`src/hdl/drt_pkg.sv`:
```
package drt_pkg;
  // ---------------------------------------------------------------
  // register byte offsets
  // ---------------------------------------------------------------
  localparam logic [7:0] ADR_CTRL = 8'h00;
  localparam logic [7:0] ADR_TCSR = 8'h04;
  localparam logic [7:0] ADR_COUNT = 8'h08;
  localparam logic [7:0] ADR_CONST = 8'h0c;
  localparam logic [7:0] ADR_IRQ_STAT = 8'h10;
  localparam logic [7:0] ADR_IRQ_CLR = 8'h14;
  localparam logic [7:0] ADR_IRQ_EN = 8'h18;
  // ---------------------------------------------------------------
  // field positions
  // ---------------------------------------------------------------
  localparam int CTRL_EN_BIT = 0;
  localparam int CTRL_MODE_BIT = 1;
  localparam int CTRL_WAIT_LO = 2;
  localparam int CTRL_PITCH_BIT = 4;
  localparam int IRQ_MATCH_BIT = 0;
  localparam int IRQ_DONE_BIT = 1;
  localparam int IRQ_W = 2;
  // ---------------------------------------------------------------
  // reset values
  // ---------------------------------------------------------------
  localparam logic [7:0] RST_CONST = 8'hff;
  localparam logic [7:0] RST_COUNT = 8'h00;
  localparam logic [2:0] RST_CLK_SEL = 3'h0;
  // ---------------------------------------------------------------
  // timing counts in clk_i cycles and prescaler width in bits
  // ---------------------------------------------------------------
  localparam logic [2:0] CAS_LEAD_CYC = 3'h1;
  localparam logic [2:0] RAS_LOW_CYC = 3'h2;
  localparam int PRESCALE_W = 12;
  // ---------------------------------------------------------------
  // bus cycle kinds seen while a refresh is wanted
  // ---------------------------------------------------------------
  localparam logic [1:0] KIND_EXT_RD = 2'h0;
  localparam logic [1:0] KIND_EXT_WR = 2'h1;
  localparam logic [1:0] KIND_DRAM = 2'h2;
  localparam logic [1:0] KIND_ONCHIP = 2'h3;
endpackage : drt_pkg

```
`src/hdl/drt_link_if.sv`:
```
`timescale 1ns/1ps
`default_nettype none
interface drt_link_if;
  logic [2:0] clk_sel;
  logic [7:0] constant;
  logic cnt_we;
  logic [7:0] cnt_wdata;
  logic [7:0] count;
  logic match;
  logic cbr_go;
  logic self_req;
  logic long_pitch;
  logic [1:0] wait_cnt;
  logic ras_n;
  logic cas_n;
  logic idle;
  logic in_self;
  logic done;
  modport ctl (output clk_sel, constant, cnt_we, cnt_wdata, cbr_go, self_req, long_pitch,
               wait_cnt, input count, match, ras_n, cas_n, idle, in_self, done);
  modport tmr (input clk_sel, constant, cnt_we, cnt_wdata, output count, match);
  modport seq (input cbr_go, self_req, long_pitch, wait_cnt,
               output ras_n, cas_n, idle, in_self, done);
endinterface : drt_link_if
`default_nettype wire

```
`src/hdl/drt_strobe.sv`:
```
`timescale 1ns/1ps
`default_nettype none
module drt_strobe (
  // clock and reset
  input wire logic clk_i,
  input wire logic rst_i,
  // control side
  drt_link_if.seq lk
);
  typedef enum logic [2:0] {
    ST_IDLE, ST_CAS, ST_RAS, ST_WAIT, ST_SELF_CAS, ST_SELF, ST_SELF_EXIT
  } drt_state_t;

  drt_state_t st_q;
  logic [2:0] cnt_q;
  logic ras_n_q;
  logic cas_n_q;
  logic done_q;

  // ---------------------------------------------------------------
  // cas-before-ras and self-refresh sequencing
  // ---------------------------------------------------------------
  always_ff @(posedge clk_i) begin
    if (rst_i) begin
      st_q <= ST_IDLE;
      cnt_q <= 3'h0;
      ras_n_q <= 1'b1;
      cas_n_q <= 1'b1;
      done_q <= 1'b0;
    end else begin
      done_q <= 1'b0;
      case (st_q)
        ST_IDLE: begin
          if (lk.self_req) begin
            cas_n_q <= 1'b0;
            cnt_q <= drt_pkg::CAS_LEAD_CYC;
            st_q <= ST_SELF_CAS;
          end else if (lk.cbr_go) begin
            cas_n_q <= 1'b0;
            cnt_q <= drt_pkg::CAS_LEAD_CYC;
            st_q <= ST_CAS;
          end
        end
        ST_CAS: begin
          cnt_q <= cnt_q - 3'h1;
          if (cnt_q == 3'h1) begin
            ras_n_q <= 1'b0;
            cnt_q <= drt_pkg::RAS_LOW_CYC;
            st_q <= ST_RAS;
          end
        end
        ST_RAS: begin
          cnt_q <= cnt_q - 3'h1;
          if (cnt_q == 3'h1) begin
            if (lk.long_pitch && lk.wait_cnt != 2'h0) begin
              cnt_q <= {1'b0, lk.wait_cnt};
              st_q <= ST_WAIT;
            end else begin
              ras_n_q <= 1'b1;
              cas_n_q <= 1'b1;
              done_q <= 1'b1;
              st_q <= ST_IDLE;
            end
          end
        end
        ST_WAIT: begin
          cnt_q <= cnt_q - 3'h1;
          if (cnt_q == 3'h1) begin
            ras_n_q <= 1'b1;
            cas_n_q <= 1'b1;
            done_q <= 1'b1;
            st_q <= ST_IDLE;
          end
        end
        ST_SELF_CAS: begin
          cnt_q <= cnt_q - 3'h1;
          if (cnt_q == 3'h1) begin
            ras_n_q <= 1'b0;
            st_q <= ST_SELF;
          end
        end
        ST_SELF: begin
          if (!lk.self_req) begin
            ras_n_q <= 1'b1;
            cnt_q <= drt_pkg::CAS_LEAD_CYC;
            st_q <= ST_SELF_EXIT;
          end
        end
        ST_SELF_EXIT: begin
          cnt_q <= cnt_q - 3'h1;
          if (cnt_q == 3'h1) begin
            cas_n_q <= 1'b1;
            st_q <= ST_IDLE;
          end
        end
        default: begin
          ras_n_q <= 1'b1;
          cas_n_q <= 1'b1;
          st_q <= ST_IDLE;
        end
      endcase
    end
  end

  assign lk.ras_n = ras_n_q;
  assign lk.cas_n = cas_n_q;
  assign lk.idle = (st_q == ST_IDLE);
  assign lk.in_self = (st_q == ST_SELF_CAS) || (st_q == ST_SELF) || (st_q == ST_SELF_EXIT);
  assign lk.done = done_q;
endmodule : drt_strobe
`default_nettype wire

```
`src/hdl/drt_timer.sv`:
```
`timescale 1ns/1ps
`default_nettype none
module drt_timer (
  // clock and reset
  input wire logic clk_i,
  input wire logic rst_i,
  // control side
  drt_link_if.tmr lk
);
  // ---------------------------------------------------------------
  // prescaler
  // ---------------------------------------------------------------
  logic [drt_pkg::PRESCALE_W-1:0] pre_q;
  logic tick;

  function automatic logic tap(input logic [2:0] sel, input logic [11:0] p);
    case (sel)
      3'h1: tap = &p[0:0];
      3'h2: tap = &p[2:0];
      3'h3: tap = &p[4:0];
      3'h4: tap = &p[6:0];
      3'h5: tap = &p[8:0];
      3'h6: tap = &p[10:0];
      3'h7: tap = &p[11:0];
      default: tap = 1'b0;
    endcase
  endfunction : tap

  always_ff @(posedge clk_i) begin
    if (rst_i) begin
      pre_q <= '0;
    end else begin
      pre_q <= pre_q + 12'h001;
    end
  end

  assign tick = tap(lk.clk_sel, pre_q);

  // ---------------------------------------------------------------
  // counter and compare
  // ---------------------------------------------------------------
  logic [7:0] count_q;
  logic match_q;

  always_ff @(posedge clk_i) begin
    if (rst_i) begin
      count_q <= drt_pkg::RST_COUNT;
      match_q <= 1'b0;
    end else if (lk.cnt_we) begin
      count_q <= lk.cnt_wdata;
      match_q <= 1'b0;
    end else if (tick) begin
      if (count_q == lk.constant) begin
        count_q <= 8'h00;
        match_q <= 1'b1;
      end else begin
        count_q <= count_q + 8'h01;
        match_q <= 1'b0;
      end
    end else begin
      match_q <= 1'b0;
    end
  end

  assign lk.count = count_q;
  assign lk.match = match_q;
endmodule : drt_timer
`default_nettype wire

```
`src/hdl/drt_top.sv`:
```
// The register addresses and the Wishbone slave port were chosen for this implementation.
`timescale 1ns/1ps
`default_nettype none
module drt_top (
  // clock and reset
  input wire logic clk_i,
  input wire logic rst_i,
  // wishbone slave
  input wire logic wb_cyc_i,
  input wire logic wb_stb_i,
  input wire logic wb_we_i,
  input wire logic [7:0] wb_adr_i,
  input wire logic [3:0] wb_sel_i,
  input wire logic [31:0] wb_dat_i,
  output logic [31:0] wb_dat_o,
  output logic wb_ack_o,
  // bus cycle in progress
  input wire logic bus_busy_i,
  input wire logic [1:0] bus_kind_i,
  input wire logic page_ras_low_i,
  // dram strobes and status
  output logic dram_ras_n_o,
  output logic dram_cas_n_o,
  output logic ras_release_o,
  output logic self_refresh_o,
  // interrupt
  output logic irq_o
);
  drt_link_if lk ();

  // ---------------------------------------------------------------
  // sub blocks
  // ---------------------------------------------------------------
  drt_timer u_timer (
    .clk_i(clk_i),
    .rst_i(rst_i),
    .lk(lk.tmr)
  );

  drt_strobe u_strobe (
    .clk_i(clk_i),
    .rst_i(rst_i),
    .lk(lk.seq)
  );

  // ---------------------------------------------------------------
  // wishbone handshake
  // ---------------------------------------------------------------
  logic ack_q;
  logic req;
  logic wr_now;
  logic wr_lo;

  assign req = wb_cyc_i && wb_stb_i;
  assign wr_now = req && wb_we_i && ack_q;
  assign wr_lo = wr_now && wb_sel_i[0];

  always_ff @(posedge clk_i) begin
    if (rst_i) begin
      ack_q <= 1'b0;
    end else begin
      ack_q <= req && !ack_q;
    end
  end

  function automatic logic hit(input logic [7:0] adr, input logic [7:0] off);
    hit = (adr[7:2] == off[7:2]);
  endfunction : hit

  // ---------------------------------------------------------------
  // control register
  // ---------------------------------------------------------------
  logic refresh_enable_bit_q;
  logic refresh_mode_sel_q;
  logic [1:0] refresh_wait_count_q;
  logic area1_long_read_pitch_q;

  always_ff @(posedge clk_i) begin
    if (rst_i) begin
      refresh_enable_bit_q <= 1'b0;
      refresh_mode_sel_q <= 1'b0;
      refresh_wait_count_q <= 2'h0;
      area1_long_read_pitch_q <= 1'b0;
    end else if (wr_lo && hit(wb_adr_i, drt_pkg::ADR_CTRL)) begin
      refresh_enable_bit_q <= wb_dat_i[drt_pkg::CTRL_EN_BIT];
      refresh_mode_sel_q <= wb_dat_i[drt_pkg::CTRL_MODE_BIT];
      refresh_wait_count_q <= wb_dat_i[drt_pkg::CTRL_WAIT_LO +: 2];
      area1_long_read_pitch_q <= wb_dat_i[drt_pkg::CTRL_PITCH_BIT];
    end
  end

  // ---------------------------------------------------------------
  // clock select and constant
  // ---------------------------------------------------------------
  logic [2:0] counter_clock_select_q;
  logic [7:0] refresh_constant_q;

  always_ff @(posedge clk_i) begin
    if (rst_i) begin
      counter_clock_select_q <= drt_pkg::RST_CLK_SEL;
    end else if (wr_lo && hit(wb_adr_i, drt_pkg::ADR_TCSR)) begin
      counter_clock_select_q <= wb_dat_i[2:0];
    end
  end

  always_ff @(posedge clk_i) begin
    if (rst_i) begin
      refresh_constant_q <= drt_pkg::RST_CONST;
    end else if (wr_lo && hit(wb_adr_i, drt_pkg::ADR_CONST)) begin
      refresh_constant_q <= wb_dat_i[7:0];
    end
  end

  assign lk.clk_sel = counter_clock_select_q;
  assign lk.constant = refresh_constant_q;
  assign lk.cnt_we = wr_lo && hit(wb_adr_i, drt_pkg::ADR_COUNT);
  assign lk.cnt_wdata = wb_dat_i[7:0];
  assign lk.long_pitch = area1_long_read_pitch_q;
  assign lk.wait_cnt = refresh_wait_count_q;

  // ---------------------------------------------------------------
  // refresh request and contention
  // ---------------------------------------------------------------
  logic cbr_mode;
  logic self_mode;
  logic pend_q;
  logic cbr_ok;
  logic self_ok;
  logic go;

  assign cbr_mode = refresh_enable_bit_q && !refresh_mode_sel_q;
  assign self_mode = refresh_enable_bit_q && refresh_mode_sel_q;

  function automatic logic may_overlap(input logic self, input logic [1:0] kind);
    case (kind)
      drt_pkg::KIND_EXT_RD: may_overlap = 1'b1;
      drt_pkg::KIND_EXT_WR: may_overlap = self;
      drt_pkg::KIND_DRAM: may_overlap = 1'b0;
      drt_pkg::KIND_ONCHIP: may_overlap = 1'b1;
      default: may_overlap = 1'b0;
    endcase
  endfunction : may_overlap

  assign cbr_ok = !bus_busy_i || may_overlap(1'b0, bus_kind_i);
  assign self_ok = !bus_busy_i || may_overlap(1'b1, bus_kind_i);
  assign go = pend_q && lk.idle && cbr_ok && !page_ras_low_i && cbr_mode;

  always_ff @(posedge clk_i) begin
    if (rst_i) begin
      pend_q <= 1'b0;
    end else if (lk.match && cbr_mode) begin
      pend_q <= 1'b1;
    end else if (go || !cbr_mode) begin
      pend_q <= 1'b0;
    end
  end

  assign lk.cbr_go = go;
  assign lk.self_req = self_mode && (lk.in_self || self_ok);

  // ---------------------------------------------------------------
  // pin and status flops
  // ---------------------------------------------------------------
  always_ff @(posedge clk_i) begin
    if (rst_i) begin
      ras_release_o <= 1'b0;
      self_refresh_o <= 1'b0;
    end else begin
      ras_release_o <= pend_q || self_mode;
      self_refresh_o <= lk.in_self;
    end
  end

  assign dram_ras_n_o = lk.ras_n;
  assign dram_cas_n_o = lk.cas_n;

  // ---------------------------------------------------------------
  // interrupt status, clear and enable
  // ---------------------------------------------------------------
  logic [drt_pkg::IRQ_W-1:0] irq_stat_q;
  logic [drt_pkg::IRQ_W-1:0] irq_en_q;
  logic [drt_pkg::IRQ_W-1:0] irq_set;
  logic [drt_pkg::IRQ_W-1:0] irq_clr;

  always_comb begin
    irq_set = '0;
    irq_set[drt_pkg::IRQ_MATCH_BIT] = lk.match && !refresh_enable_bit_q;
    irq_set[drt_pkg::IRQ_DONE_BIT] = lk.done;
  end

  assign irq_clr = (wr_lo && hit(wb_adr_i, drt_pkg::ADR_IRQ_CLR)) ?
                   wb_dat_i[drt_pkg::IRQ_W-1:0] : '0;

  always_ff @(posedge clk_i) begin
    if (rst_i) begin
      irq_stat_q <= '0;
    end else begin
      irq_stat_q <= (irq_stat_q & ~irq_clr) | irq_set;
    end
  end

  always_ff @(posedge clk_i) begin
    if (rst_i) begin
      irq_en_q <= '0;
    end else if (wr_lo && hit(wb_adr_i, drt_pkg::ADR_IRQ_EN)) begin
      irq_en_q <= wb_dat_i[drt_pkg::IRQ_W-1:0];
    end
  end

  always_ff @(posedge clk_i) begin
    if (rst_i) begin
      irq_o <= 1'b0;
    end else begin
      irq_o <= |(irq_stat_q & irq_en_q);
    end
  end

  // ---------------------------------------------------------------
  // read data
  // ---------------------------------------------------------------
  logic [31:0] rd_d;

  always_comb begin
    rd_d = 32'h0000_0000;
    if (hit(wb_adr_i, drt_pkg::ADR_CTRL)) begin
      rd_d[drt_pkg::CTRL_EN_BIT] = refresh_enable_bit_q;
      rd_d[drt_pkg::CTRL_MODE_BIT] = refresh_mode_sel_q;
      rd_d[drt_pkg::CTRL_WAIT_LO +: 2] = refresh_wait_count_q;
      rd_d[drt_pkg::CTRL_PITCH_BIT] = area1_long_read_pitch_q;
    end else if (hit(wb_adr_i, drt_pkg::ADR_TCSR)) begin
      rd_d[2:0] = counter_clock_select_q;
    end else if (hit(wb_adr_i, drt_pkg::ADR_COUNT)) begin
      rd_d[7:0] = lk.count;
    end else if (hit(wb_adr_i, drt_pkg::ADR_CONST)) begin
      rd_d[7:0] = refresh_constant_q;
    end else if (hit(wb_adr_i, drt_pkg::ADR_IRQ_STAT)) begin
      rd_d[drt_pkg::IRQ_W-1:0] = irq_stat_q;
    end else if (hit(wb_adr_i, drt_pkg::ADR_IRQ_EN)) begin
      rd_d[drt_pkg::IRQ_W-1:0] = irq_en_q;
    end
  end

  always_ff @(posedge clk_i) begin
    if (rst_i) begin
      wb_dat_o <= 32'h0000_0000;
      wb_ack_o <= 1'b0;
    end else begin
      wb_dat_o <= rd_d;
      wb_ack_o <= req && !ack_q;
    end
  end
endmodule : drt_top
`default_nettype wire

```
`config.mk`:
```
export PLATFORM = sky130hd
export DESIGN_NAME = drt_top
export DESIGN_NICKNAME = d
export VERILOG_FILES = /design/src/hdl/drt_pkg.sv /design/src/hdl/drt_link_if.sv /design/src/hdl/drt_strobe.sv /design/src/hdl/drt_timer.sv /design/src/hdl/drt_top.sv
export SDC_FILE = /design/constraint.sdc
export NUM_CORES = 1
export LEC_CHECK = 0
export BUFFER_PORTS_ARGS = -buffer_cell sky130_fd_sc_hd__buf_2
export CAP_MARGIN = 20
export CORE_MARGIN = 8
export CORE_UTILIZATION = 40
export CTS_CLUSTER_DIAMETER = 200
export DETAILED_ROUTE_END_ITERATION = 8
export SLEW_MARGIN = 10
export SYNTH_ARGS = -nofsm -noshare
export SYNTH_HDL_FRONTEND = slang
export SYNTH_SLANG_ARGS = --single-unit
```
`constraint.sdc`:
```
create_clock -name clk_i -period 3.2 [get_ports clk_i]
set_input_delay 0.32 -clock clk_i [delete_from_list [all_inputs] [get_ports clk_i]]
set_output_delay 0.32 -clock clk_i [all_outputs]
set_load 0.005 [all_outputs]
```
==> results of run 1 <==
## cell usage in the layout (no fill, tap or decap), types with 2 or more instances in the layout
cell type / synthesis / routed
dfxtp_1: 63 / 63
o31ai_1: 8 / 8
o21ai_0: 13 / 13
clkbuf_8: 0 / 11
a31oi_1: 6 / 6
conb_1: 1 / 24
a211o_1: 9 / 9
a41oi_1: 4 / 4
nor2b_1: 12 / 12
xor2_1: 14 / 14
nand3_1: 10 / 10
and3_1: 5 / 5
nor3_1: 12 / 12
a311oi_1: 4 / 4
nor4_1: 3 / 3
a221oi_2: 2 / 2
a211oi_1: 6 / 6
o211a_1: 2 / 2
a22oi_1: 5 / 5
nand3b_1: 3 / 3
a21boi_0: 3 / 3
clkbuf_1: 14 / 2
ha_1: 8 / 8
a21oi_1: 24 / 24
inv_1: 20 / 20
nand2b_1: 7 / 7
nor4_2: 2 / 2
nand4_1: 7 / 7
o211ai_1: 3 / 3
o22ai_1: 2 / 2
mux2i_1: 20 / 20
nand2_1: 24 / 24
or3_1: 5 / 5
buf_2: 3 / 37
and2_1: 2 / 2
nor2_1: 51 / 51
bufinv_16: 0 / 2
## final cells by class
class / count / area (µm²) / area share, %
clock buffers: 13 / 159 / 4.11
multi-input cells: 316 / 1980 / 51.2
flip-flops and latches: 63 / 1260 / 32.6
repair buffers: 38 / 193 / 4.98
inverters: 20 / 75.1 / 1.94
clock inverters: 3 / 65.1 / 1.68
well taps: 108 / 135 / 3.49
## synth_stat cells (4+ instances only)
master,n,share of area [%]
mux2i_1,20,5.7
a41oi_1,4,1.0
buf_4,25,5.4
a21oi_1,24,3.4
inv_1,20,2.1
and3_1,5,0.89
nand3_1,10,1.4
o31ai_1,8,1.7
xor2_1,14,3.5
a22oi_1,5,1.1
nor2_1,51,5.5
or3_1,5,0.89
a211oi_1,6,1.3
nand2b_1,7,1.3
dfxtp_1,63,36
ha_1,8,2.9
a311oi_1,4,1.0
nand4_1,7,1.3
nor3_1,12,1.7
a31oi_1,6,1.1
nor2b_1,12,2.1
a211o_1,9,2.3
nand2_1,24,2.6
o21ai_0,13,1.9
clkbuf_1,14,1.5
## flip-flops by register name (all words and copies together), names as in the netlist, 2 cells and up
signal,flops
irq_stat_q,2
u_timer.lk.count,8
u_strobe.st_q,3
u_strobe.cnt_q,3
irq_en_q,2
u_timer.pre_q,12
lk.constant,8
wb_dat_o,8
counter_clock_select_q,3
lk.wait_cnt,2
## tightest hold or removal path, stage by stage
cell and delay [ps]:
buf_2 90, inv_1 80, a221oi_2 60
## path summary, 6_finish.rpt
check | slack, ps | start | endpoint | cells past startpoint
worst min register to register | 450 | wb_ack_o | wb_ack_o | 1
worst min-delay path | 270 | wb_dat_i[6] | u_timer.lk.count[6] | 3
worst max-delay path | 600 | u_timer.pre_q[0] | u_timer.lk.count[5] | 10
worst max register to register | 600 | u_timer.pre_q[0] | u_timer.lk.count[5] | 10
## kinds of logic (layout without fill, tap and decap cells)
kind of cell	after synthesis	count (layout)	share of synthesized area [%]
AO/OA/AOI/OAI	101	101	20.3
buffers and inverters	65	74	9.77
XOR/XNOR	15	15	3.76
multiplexers	20	20	5.72
AND/OR/NAND/NOR	148	148	21.4
adder cells (fa/ha/maj)	8	8	2.86
flip-flops	63	63	36.1
other	1	24	0.107
## metal layers
metal | GRT usage [%] | routed length [µm] | vias up
met5 | 0 | 0 | -
met4 | 7.14 | 123 | 0
met3 | 3.17 | 523 | 10
met2 | 21.4 | 3620 | 78
met1 | 18.8 | 3940 | 1381
li1 | - | - | 1511
## power by group through the flow
stage               Combinational, mW  Clock, mW  Sequential (mW)
finish                          0.111      0.788            0.805
global placement                0.108          0            0.822
CTS                             0.110      0.809            0.805
floorplan                      0.0978          0            0.816
detailed placement              0.109          0            0.823
global route                    0.125      0.848            0.807
## metrics by stage
| step | instance area [µm²] | setup slack [ps] |
|---|---|---|
| 6_report | 3870 | 600 |
| 3_5_place_dp | 3640 | 629 |
| 5_1_grt | 3870 | 277 |
| 4_1_cts | 3870 | 583 |
| 3_3_place_gp | 3640 | 624 |
| 2_1_floorplan | 3580 | 790 |
==> flow_metrics.tcl, run 1 <==
set metrics [dict create \
    status "completed" \
    netSwitchingFraction_pct 22.7 \
    worst-path-buf-inv 0 \
    fin_util_pct 45.0 \
    drtPass1Iterations 4 \
    startpoint_type "register" \
    crit_top_cell "ha_1" \
    power.total_mw 1.70 \
    timing.final.crit_period_ps 2600 \
    ys_ff_latch 63 \
    slew_headroom_pct 31.5 \
    fillCellCount 857 \
    irDropWorstVdd_v 0.000206 \
    hold_path_class "in2reg" \
    cts_resized 0 \
    crit_family "compound AO/OA/AOI/OAI gates" \
    vias 2980 \
    synth_edf_count 0 \
    setup_tns_ps 0 \
    end_kind "register" \
    synth_area_per_cell_um2 8.31 \
    syn_area_um2 3500 \
    cts_root_buf "clkbuf_8" \
    leakage_nw 1.56 \
    setup_violations 0 \
    cpPeakStageDelay_ps 440 \
    final-max-slew-violation-count 0 \
    dieArea_um2 12000 \
    portBuffers 37 \
    grt_pass1_wl_mm 13.5 \
    grt_pass1_vias 2729 \
    cp_data_arrival_time_ps 2850 \
    tightest_slew_ps 1020 \
    numCtsBuffers 9 \
    final_cells 561 \
    drc 0 \
    whs_ps 268 \
    crit_path_max_fanout 9 \
    drt_wl_total_mm 8.21 \
    fin_crit_sh_pct 81.2 \
    area_growth_pct 10.6 \
    worst-endpoint-required_ps 3450 \
    cts.sinks 63 \
    critical_path_class "reg2reg" \
    drive_gt1_share_pct 13.5 \
    fp.dieW_um 110 \
    place.gp.congestion 0.800 \
    combinationalPowerShare_pct 6.5 \
    dp_hpwl_mm 5.77 \
    placementRows 34 \
    rsz0062_at_grt "false" \
    start_util_pct 40.7 \
    maxCapViolCount 0 \
    cts.reportedPaths.clkPinSlew_ps 70 \
    p_per_area_nw_per_um2 440 \
    cts_buffer_depth 2 \
    internal-power_mw 1.32 \
    viasPerCell 5.31 \
    num_antenna_cells 0 \
    yosysUniqueCellTypes 53 \
    ios 91 \
    clkPwrFrac_pct 46.2 \
    layout.nets 509 \
    hold_violations 0 \
    path_cells "ha_1 -> nand2_1 -> or3_1 -> nor2_1 -> ha_1 -> mux2i_1 -> a31oi_1 -> o31a_1 -> a41oi_1 -> a221oi_2" \
    netlist_instances 421 \
    power.switching_mw 0.387 \
    drt_iter0_markers 187 \
    grt-ovfl-total 0 \
    cts_hold_buf 0 \
    yosysWarningCount 0 \
    core-area_um2 8590 \
    chipHeight_um 110 \
    placed_cells 545 \
    synth_seq_area_share_pct 36.1 \
    grt_antenna_before_repair 0 \
    grt_max_degree 48 \
    postCtsSetupBuffers 0 \
    p_seq_share_pct 47.3 \
    max_freq_mhz 385 \
    async_flop_share_pct 0 \
    route.antenna.remaining_nets 0 \
    critical_path.slowest_cell "or3_1" \
    cts_tree "done" \
    clk_latency_ps 340 \
    wire_per_inst_um 14.6 \
    track_usage_pct 14.2 \
    h-tree-depth 3 \
    fin_worst_skew_ps 9.88 \
    synth-main-ff-cell "dfxtp_1" \
]
Power figures use the tool's default switching activity.
==> inputs of run 2 (changes only) <==
--- a/config.mk
+++ b/config.mk
@@ -5,6 +5,7 @@
 export SDC_FILE = /design/constraint.sdc
 export NUM_CORES = 1
 export LEC_CHECK = 0
+export ABC_AREA = 1
 export BUFFER_PORTS_ARGS = -buffer_cell sky130_fd_sc_hd__buf_2
 export CAP_MARGIN = 20
 export CORE_MARGIN = 8
==> constraint.sdc (replaced) <==
create_clock -name clk_i -period 2.5 [get_ports clk_i]
set_input_delay 0.25 -clock clk_i [delete_from_list [all_inputs] [get_ports clk_i]]
set_output_delay 0.25 -clock clk_i [all_outputs]
set_load 0.005 [all_outputs]
==> run 2 against run 1 <==
- cell count grew 20%
- largest cell class unchanged
- register-to-register slack lost 170 ps
- wire length grew 5.9%
- largest power group unchanged
- combinational power shrank 18%
- cell area grew 2.1%
- die area grew 1.8%
==> flow_metrics.tcl, run 2 <==
set metrics [dict create \
    path_cells "ha_1 -> nand2_1 -> nor3_1 -> inv_1 -> nor2_1 -> ha_1 -> nand4_1 -> nand2_1 -> nor2_4 -> nand3_2 -> nand2_1 -> a21oi_1" \
    cts.sinks 63 \
    synth_top_cell_area_share_pct 35.3 \
    hold_depth 3 \
    grt_pass1_vias 3034 \
    crit_top_cell "nand2_1" \
    cts_buffer_depth 2 \
    post-synth-top-count-cell "nand2_1" \
    grt_antenna_before_repair 0 \
    cts_tree "done" \
    final-max-slew-violation-count 0 \
    synth_top_cell_by_area "dfxtp_1" \
    hold_path_class "in2reg" \
    dp_hpwl_mm 6.50 \
    synth_edf_count 0 \
    yosysUniqueCellTypes 34 \
    hold_violations 0 \
    synth_compound_area_share_pct 14.0 \
    slew_headroom_pct 57.2 \
    p_per_area_nw_per_um2 499 \
    chipHeight_um 111 \
    end_kind "register" \
    netlist_instances 523 \
    layout_commonest_cell "nand2_1" \
    route.antenna.remaining_nets 0 \
    ys_ff_latch 63 \
    drt_iter0_markers 151 \
    track_usage_pct 14.1 \
    p_seq_share_pct 51.4 \
    drc 0 \
    critical_path_class "reg2reg" \
    rr_worst_depth 12 \
    yosys.area_share.xor_xnor_pct 2.70 \
    startpoint_type "register" \
    status "completed" \
    rsz0062_at_grt "false" \
    synth-simple-area-share_pct 31.3 \
    syn_area_um2 3570 \
    placed_cells 658 \
    crit_path_max_fanout 10 \
    irDropWorstVdd_v 0.000235 \
    fin_crit_sh_pct 82.9 \
    critical_path.slowest_cell "dfxtp_1" \
    drive_gt1_share_pct 14.5 \
    clk_latency_ps 340 \
    vias 3345 \
    setup_violations 0 \
    area_growth_pct 10.6 \
    grt_pass1_wl_mm 14.5 \
    max_flop_register "u_timer.pre_q" \
    maxCapViolCount 0 \
    cpPeakStageDelay_ps 390 \
    leakage_nw 1.76 \
    placementRows 34 \
    ios 91 \
    numCtsBuffers 9 \
    synth_seq_area_share_pct 35.3 \
    dieArea_um2 12200 \
    wire_per_inst_um 12.9 \
    internal-power_mw 1.52 \
    setup_tns_ps 0 \
    cts.reportedPaths.clkPinSlew_ps 70 \
    max_freq_mhz 483 \
    tightest_slew_ps 641 \
    viasPerCell 4.96 \
    layout.nets 622 \
    core-area_um2 8680 \
    yosysWarningCount 0 \
    timing.final.crit_period_ps 2070 \
    synth_top_family_by_area "simple AND/OR/NAND/NOR gates" \
    final_cells 674 \
    clkPwrFrac_pct 44.0 \
    cts_root_buf "clkbuf_8" \
    drt_wl_total_mm 8.69 \
    grt-ovfl-total 0 \
    netlist_top_cells_count "115 x nand2_1, 63 x dfxtp_1, 57 x inv_1" \
    portBuffers 37 \
    postCtsSetupBuffers 0 \
    start_util_pct 41.2 \
    fillCellCount 949 \
    netSwitchingFraction_pct 22.9 \
    ys_top_cells_by_area "dfxtp_1 35%, nand2_1 12%, inv_1 6.0%" \
    fin_worst_skew_ps 9.71 \
    fp.dieW_um 111 \
    cts_resized 0 \
    synthAdderAreaFrac_pct 2.80 \
    drtPass1Iterations 4 \
    place.gp.congestion 0.879 \
    worst-endpoint-required_ps 2770 \
    synth_area_per_cell_um2 6.83 \
    cts_hold_buf 0 \
    async_flop_share_pct 0 \
    power.switching_mw 0.452 \
    largest_register_ff_count 12 \
    combinationalPowerShare_pct 4.6 \
    grt_max_degree 36 \
    synthMuxAreaShare_pct 0 \
    num_antenna_cells 0 \
    synth-main-ff-cell "dfxtp_1" \
    cp_data_arrival_time_ps 2340 \
    mostFrequentLayoutCells "115 x nand2_1, 63 x dfxtp_1, 57 x inv_1, 48 x nor2_1, 41 x a21oi_1" \
    h-tree-depth 3 \
]
==> run 2: cell count changes after synthesis, sizes merged, moves of 18 or more <==
| cell | previous run | this run |
|---|---|---|
| a21oi | 24 | 42 |
| nand2 | 24 | 121 |
| nand3 | 11 | 36 |
| mux2i | 20 | 0 |
| o21ai | 14 | 39 |
| inv | 20 | 63 |
==> run 2: worst max-delay path, delay by kind of cell, from the launching register on <==
family	cells	cell delay (ps)
AND/OR/NAND/NOR	8	1020
buffers and inverters	1	90
AO/OA/AOI/OAI	1	130
flip-flops	1	390
adder cells (fa/ha/maj)	2	370
==> run 2: worst paths after layout <==
check	from	end	slack, ps
setup / recovery	u_timer.pre_q[0]	u_timer.lk.count[6]	430
hold reg to reg	wb_ack_o	wb_ack_o	440
hold / removal	wb_dat_i[7]	lk.constant[7]	140
setup reg to reg	u_timer.pre_q[0]	u_timer.lk.count[6]	430
==> run 2: cells by family after synthesis <==
| group | after synthesis |
|---|---|
| fa+ha+maj | 8 |
| other cells | 1 |
| compound gates | 93 |
| simple gates | 246 |
| buf+inv | 101 |
| flops | 63 |
| xor+xnor | 11 |
==> run 2: metal layers <==
layer	vias to the layer above	part of all wire [%]	track usage (%)	routed length, µm
met5	-	0	0	0
met4	0	1.9	5.77	163
met3	16	6.0	3.46	521
met2	81	43	21.2	3710
met1	1508	49	18.7	4300
li1	1740	-	-	-
==> run 2: power by group through the flow <==
stage	clock (mW)	combinational, mW	sequential (mW)
floorplan	0	0.0746	1.04
global placement	0	0.0886	1.04
detailed placement	0	0.0897	1.04
CTS	0.895	0.0902	1.01
global route	0.938	0.104	1.01
finish	0.868	0.0911	1.01
==> run 2: through the flow <==
stage	util, %	instance area [µm²]	hold WS, ps	power (mW)	setup WS, ps
final	45.5	3950	140	1.97	429
after floorplan	-	3660	376	1.11	738
after CTS	45.5	3950	127	2.00	405
after global placement	43.3	3760	429	1.12	456
after global routing	45.5	3950	156	2.06	140
after detailed placement	43.3	3760	436	1.13	430
==> run 2: area by class of cell <==
type	instances	area (µm²)	share of cell area [%]
multi-input cells	382	1910	48.3
well taps	108	135	3.42
clock buffers	12	145	3.67
inverters	64	241	6.11
flip-flops and latches	63	1260	31.9
clock inverters	4	45.0	1.14
repair buffers	41	215	5.45
